==> config.mk <==
export PLATFORM = sky130hd
export DESIGN_NAME = sdil_host_flat
export DESIGN_NICKNAME = d
export VERILOG_FILES = /design/src/rtl/sdil_pkg.sv /design/src/rtl/sdil_if.sv /design/src/rtl/sdil_host.sv /design/src/flat_wrapper.sv
export SDC_FILE = /design/constraint.sdc
export NUM_CORES = 1
export LEC_CHECK = 0
export ABC_AREA = 1
export CAP_MARGIN = 20
export CORE_MARGIN = 1
export CORE_UTILIZATION = 60
export CTS_CLUSTER_DIAMETER = 40
export DETAILED_ROUTE_END_ITERATION = 16
export DONT_BUFFER_PORTS = 1
export GPL_TIMING_DRIVEN = 0
export PLACE_DENSITY_LB_ADDON = 0.2
export RECOVER_POWER = 100
export SLEW_MARGIN = 20
export SYNTH_ARGS = -nofsm -noshare
export SYNTH_HDL_FRONTEND = slang
export SYNTH_SLANG_ARGS = --single-unit
==> constraint.sdc <==
create_clock -name ref_clk -period 1.8 [get_ports ref_clk]
set_input_delay 0.36 -clock ref_clk [delete_from_list [all_inputs] [get_ports ref_clk]]
set_output_delay 0.36 -clock ref_clk [all_outputs]
set_load 0.02 [all_outputs]
==> src/rtl/sdil_pkg.sv <==
// Overview of operation
// RULE_01: shift enable low, latch enable high: shift one bit
// RULE_02: input register and output latch are separate
// RULE_03: latch enable low, input enable high: transfer
// RULE_04: both enables low: shift and load together
// RULE_05: stages pass while enable low, hold when high
// RULE_06: all control inputs are active low
// RULE_07: clear low zeroes both stages at once
// RULE_08: word travels most significant bit first
// RULE_09: code is straight binary, zero is zero output
// RULE_10: clock period 100 ns, phases 50 ns minimum
// RULE_11: clear held low at least 200 ns
// RULE_12: both enables high or clock idle: hold
// RULE_13: input register top bit drives serial output
// RULE_14: cascade needs sixteen clocks per device
package sdil_pkg;
	localparam int          WORD_BITS     = 16;
	localparam logic [15:0] CODE_ZERO     = 16'h0000;
	localparam logic [15:0] CODE_HALF     = 16'h8000;
	localparam logic [15:0] CODE_FULL     = 16'hFFFF;
	localparam int          CLK_MHZ       = 10;
	localparam int          SCLK_LOW_NS   = 50;
	localparam int          SCLK_HIGH_NS  = 50;
	localparam int          CLEAR_NS      = 200;
	localparam int          SCLK_LOW_CYC  = (SCLK_LOW_NS * CLK_MHZ + 999) / 1000;
	localparam int          SCLK_HIGH_CYC = (SCLK_HIGH_NS * CLK_MHZ + 999) / 1000;
	localparam int          CLEAR_CYC     = (CLEAR_NS * CLK_MHZ + 999) / 1000;
	// idle level of the active-low link pins, so no false edge follows reset
	localparam logic [1:0]  SYNC_IDLE     = 2'h3;
endpackage

==> src/rtl/sdil_if.sv <==
`timescale 1ns/1ps
interface sdil_if;
	logic serial_clk;
	logic input_reg_enable_n;
	logic output_latch_enable_n;
	logic async_zero_n;
	logic serial_in;
	logic serial_out;
	modport host (output serial_clk, output input_reg_enable_n, output output_latch_enable_n,
		output async_zero_n, output serial_in, input serial_out);
	modport dev (input serial_clk, input input_reg_enable_n, input output_latch_enable_n,
		input async_zero_n, input serial_in, output serial_out);
endinterface

==> src/rtl/sdil_host.sv <==
`timescale 1ns/1ps
module sdil_host #(
	parameter int CHAIN = 1
) (
	input  wire logic         ref_clk,
	input  wire logic         rst_n,
	input  wire logic         clk_en,
	sdil_if.host              link,
	input  wire logic         send,
	input  wire logic [15:0]  word,
	input  wire logic         load,
	input  wire logic         clear,
	output logic              busy,
	output logic              echo
);
	typedef enum logic [1:0] {IDLE = 2'h0, HIGH = 2'h1, LOW = 2'h3, ZERO_PULSE = 2'h2} sdil_hst_t;
	typedef struct packed {
		sdil_hst_t   fsm;
		logic [15:0] shreg;
		logic [15:0] bits;
		logic [3:0]  cnt;
		logic        sclk;
		logic        ie_n;
		logic        oe_n;
		logic        zero_n;
		logic        din;
		logic        busy;
		logic [1:0]  sync_echo;
	} sdil_host_state_t;

	sdil_host_state_t st;
	sdil_host_state_t next_st;

	assign link.serial_clk            = st.sclk;
	assign link.input_reg_enable_n    = st.ie_n; // see RULE_06
	assign link.output_latch_enable_n = st.oe_n;
	assign link.async_zero_n          = st.zero_n;
	assign link.serial_in             = st.din;
	assign busy                       = st.busy;
	assign echo                       = st.sync_echo[1];

	always_comb begin
		next_st           = st;
		next_st.sync_echo = {st.sync_echo[0], link.serial_out};
		case (st.fsm)
			IDLE: begin
				next_st.busy = 1'b0;
				if (clear) begin
					next_st.zero_n = 1'b0;
					next_st.cnt    = 4'(sdil_pkg::CLEAR_CYC); // see RULE_11
					next_st.busy   = 1'b1;
					next_st.fsm    = ZERO_PULSE;
				end else if (send || load) begin
					next_st.shreg   = word;
					next_st.bits    = send ? 16'(sdil_pkg::WORD_BITS * CHAIN) : 16'h0001; // see RULE_14
					// send and load together run both stages at once
					next_st.ie_n    = !send;
					next_st.oe_n    = !load; // see RULE_04
					next_st.din     = word[15]; // see RULE_08
					next_st.cnt     = 4'(sdil_pkg::SCLK_HIGH_CYC);
					next_st.busy    = 1'b1;
					next_st.fsm     = HIGH;
				end
			end
			HIGH: begin
				if (st.cnt > 4'h1) begin
					next_st.cnt = st.cnt - 4'h1;
				end else if (st.bits == 16'h0000) begin
					next_st.ie_n = 1'b1;
					next_st.oe_n = 1'b1;
					next_st.fsm  = IDLE;
				end else begin
					next_st.sclk = 1'b0;
					// data moves on the fall so it is settled across the rise
					next_st.din  = st.shreg[15];
					next_st.cnt  = 4'(sdil_pkg::SCLK_LOW_CYC); // see RULE_10
					next_st.fsm  = LOW;
				end
			end
			LOW: begin
				if (st.cnt > 4'h1) begin
					next_st.cnt = st.cnt - 4'h1;
				end else begin
					next_st.sclk  = 1'b1; // see RULE_01
					next_st.bits  = st.bits - 16'h0001;
					next_st.shreg = {st.shreg[14:0], 1'b0};
					next_st.cnt   = 4'(sdil_pkg::SCLK_HIGH_CYC);
					next_st.fsm   = HIGH;
				end
			end
			ZERO_PULSE: begin
				if (st.cnt > 4'h1) begin
					next_st.cnt = st.cnt - 4'h1;
				end else begin
					next_st.zero_n = 1'b1;
					next_st.fsm   = IDLE;
				end
			end
			default: next_st.fsm = IDLE;
		endcase
	end

	always_ff @(posedge ref_clk or negedge rst_n) begin
		if (!rst_n) begin
			st       <= '0;
			st.sclk  <= 1'b1;
			st.ie_n  <= 1'b1;
			st.oe_n  <= 1'b1;
			st.zero_n <= 1'b1;
		end else if (clk_en) begin
			st <= next_st;
		end
	end
endmodule

==> src/flat_wrapper.sv <==
// flat-port wrapper written by rule: the top's interface ports become plain ports
module sdil_host_flat 
#(
	parameter int CHAIN = 1
)
  (ref_clk, rst_n, clk_en, send, word, load, clear, busy, echo, link_serial_clk, link_input_reg_enable_n, link_output_latch_enable_n, link_async_zero_n, link_serial_in, link_serial_out);
  sdil_if link_i ();
  input  wire logic ref_clk;
  input  wire logic rst_n;
  input  wire logic clk_en;
  input  wire logic send;
  input  wire logic [15:0] word;
  input  wire logic load;
  input  wire logic clear;
  output logic busy;
  output logic echo;
  output wire logic [$bits(link_i.serial_clk)-1:0] link_serial_clk;
  output wire logic [$bits(link_i.input_reg_enable_n)-1:0] link_input_reg_enable_n;
  output wire logic [$bits(link_i.output_latch_enable_n)-1:0] link_output_latch_enable_n;
  output wire logic [$bits(link_i.async_zero_n)-1:0] link_async_zero_n;
  output wire logic [$bits(link_i.serial_in)-1:0] link_serial_in;
  input wire logic [$bits(link_i.serial_out)-1:0] link_serial_out;
  assign link_serial_clk = link_i.serial_clk;
  assign link_input_reg_enable_n = link_i.input_reg_enable_n;
  assign link_output_latch_enable_n = link_i.output_latch_enable_n;
  assign link_async_zero_n = link_i.async_zero_n;
  assign link_serial_in = link_i.serial_in;
  assign link_i.serial_out = link_serial_out;
  sdil_host #(.CHAIN(CHAIN)) u_core (.ref_clk(ref_clk), .rst_n(rst_n), .clk_en(clk_en), .link(link_i), .send(send), .word(word), .load(load), .clear(clear), .busy(busy), .echo(echo));
endmodule
==> flow_summary.ini <==
[routing]
remaining_drc_errors = 0
dr.pass1.iters = 4
wire_per_inst_um = 13.7
detail-route-antenna-nets = 0
vias_per_cell = 5.63
vias = 2420
drtIter0Drc = 189
drt-total-wl_um = 5910

[placement]
gp_congestion = 0.899
place_ws_ns = 0.0276
dpl.cell_count = 415
port_buffers = 0
hpwl_um = 4070

[clocking]
cts_inserted_buffers = 5
clk_latency_ns = 0.31
ctsHtreeMaxLevel = 2
cts_tree = built
clk_pin_slew_ns = 0.08
clk_path_buf_depth = 2
cts_sinks = 46
root_buffer = clkbuf_8

[setup_path]
worstPathMaxFanout = 5
cpPeakStageDelay_ns = 0.43
worst_ep_required_time_ns = 2.04
end_kind = flip-flop
startpoint_type = flip-flop
cp_num_buf_inv = 0
cpLargestDelayFamily = simple AND/OR/NAND/NOR gates
worstPathCellList = nor2_1 > nand3_1 > nor2_1 > nand4_1 > nand2_2 > nand2_1 > nand2_1
cp_slowest_cell = dfrtp_1
worstSetupPathType = reg -> reg
arrival_ns = 1.94

[timing]
rsz0062_at_grt = yes
setup_tns_ns = 0
setup_slack_ns = 0.101
relSlewSlack_pct = 26.9
hold_slack_ns = 0.180
worstMarginPinSlew_ns = 1.10
fin_crit_ns = 1.70
skew_ns = 0.00945
final-hold-violation-count = 0
finalSetupViolations = 0
clock.fmax_ghz = 0.589
slew_viol_final = 0
min_period_over_period_pct = 94.4

[grt]
grt_pass1_vias = 2212
grt_usage_pct = 27.5
grt_overflow = 0
grt_pass1_wl_um = 9430
antenna_found_initial = 0
grt_max_degree = 47

[floorplan]
start_util_pct = 64.1
ios = 30
die_y_um = 68.3
die_w_um = 68.3
num_rows = 23
die_area_um2 = 4660
core_um2 = 4120

[synth]
synthCells = 365
synthTopCellsByArea = dfrtp_1 40%, nand2_1 15%, o21ai_0 7.2%
synth_area_um2 = 2640
yosys-top-cells-count = 104 x nand2_1, 48 x inv_1, 42 x dfrtp_1
seq_area_frac_synth_pct = 43.9
ys.flop_type = dfrtp_1
synth_cell_types = 29
yosys_register_bits = 46
synth_warnings = 0
syn_nets = 392
yosysMostFrequentCell = nand2_1
synth_top_area_share_pct = 39.9
async_flop_share_pct = 100
synth_area_leader_cell = dfrtp_1
synth_edf_count = 0
syn_area_per_cell_um2 = 7.22

[pwr]
ir_drop_uv = 1070
p_leak_nw = 1.40
power_mw = 5.61
p_per_area_nw_per_um2 = 1940

[layout]
area_growth_pct = 9.63
antenna_cells = 0
stdcell_count = 430
final_nets = 406
drive_gt1_share_pct = 9.21

[min_path]
hold_path_class = in -> reg

[job]
maxCapViolations = 0

[outcome]
outcome = finished clean
==> state kept, by name (all words and copies together) (netlist names) <==
signal	count
u_core.busy	1
u_core.link.output_latch_enable_n	1
u_core.link.serial_clk	1
u_core.link.serial_in	1
u_core.link.async_zero_n	1
u_core.next_st	1
u_core.link.input_reg_enable_n	1
u_core.echo	1
u_core.st	38
==> metal layers <==
layer | part of all wire (%) | GRT usage [%] | vias to the layer above | wire [um]
li1 | - | - | 1210 | -
met1 | 45 | 33.6 | 1145 | 2670
met2 | 49 | 47.2 | 59 | 2900
met3 | 4.6 | 5.50 | 6 | 270
met4 | 1.2 | 10.7 | 0 | 71
met5 | 0 | 0 | - | 0
==> final timing paths <==
kind | end | from | slack [ns] | depth (start not counted)
max | u_core.st[8]$_DFFE_PN0P_ | u_core.st[16]$_DFFE_PN0P_ | 0.10 | 7
min | u_core.next_st[1]$_DFFE_PN0P_ | link_serial_out | 0.18 | 2
max reg2reg | u_core.st[8]$_DFFE_PN0P_ | u_core.st[16]$_DFFE_PN0P_ | 0.10 | 7
min reg2reg | u_core.st[13]$_DFFE_PN0P_ | u_core.st[13]$_DFFE_PN0P_ | 0.51 | 2
max in group asynchronous | u_core.st[23]$_DFFE_PN0P_ | rst_n | 0.32 | 2
min in group asynchronous | u_core.st[42]$_DFFE_PN0P_ | rst_n | 0.81 | 2
==> cell usage in the layout, fill, tap and decap left out, drive strengths merged <==
cell / instances
inv: 48
o211ai: 17
a21boi: 1
nor2: 41
nand4: 7
nor3: 2
buf: 10
bufinv: 1
nand2: 105
o21bai: 1
clkinv: 1
clkbuf: 12
nor3b: 1
dlygate4sd3: 1
a21oi: 5
clkinvlp: 1
ha: 4
dfstp: 4
or2: 1
a31oi: 1
o31ai: 2
xnor2: 1
o21ai: 40
dfrtp: 42
nand3: 30
xor2: 1
==> layout make-up <==
| cell class | instances | area (um^2) |
|---|---|---|
| multi-input combinational | 260 | 1260 |
| fill | 371 | 1220 |
| sequential | 46 | 1160 |
| inverter | 49 | 185 |
| clock buffer | 6 | 72.6 |
| buffer | 11 | 66.3 |
| tap | 50 | 62.6 |
| timing repair buffer | 6 | 45.0 |
| clock inverter | 2 | 37.5 |
==> power by group <==
| part | switching, mW | internal, mW |
|---|---|---|
| logic | 1.94 | 0.982 |
| clock network | 0.358 | 0.414 |
| registers | 0.404 | 1.51 |
==> worst reg2reg max path, delay by kind of cell (launching register included) <==
| kind | cells | cell delay, ns |
|---|---|---|
| flip-flops | 1 | 0.43 |
| AND/OR/NAND/NOR | 7 | 1.21 |
==> repair_timing <==
| item | CTS | global route |
|---|---|---|
| setup endpoints to repair | 0 | 22 |
| endpoints found under the hold margin | 46 | 0 |
| hold buffers | 2 | 0 |
| buffers inserted | 0 | 3 |
| resized for setup | 0 | 13 |
==> stage by stage <==
stage	util (%)	cell area (um^2)
after global routing	70.2	2890
after global placement	65.6	2700
after floorplan	-	2640
final	70.2	2890
after detailed placement	65.6	2700
after CTS	69.2	2850
==> logic make-up after synthesis <==
logic type / Yosys count / synth area share [%]
adder cells (fa/ha/maj): 4 / 1.90
AO/OA/AOI/OAI: 66 / 15.0
flip-flops: 46 / 43.9
buffers and inverters: 60 / 9.06
AND/OR/NAND/NOR: 187 / 29.5
XOR/XNOR: 2 / 0.665
Note: power is estimated with default switching activity, not from simulation.
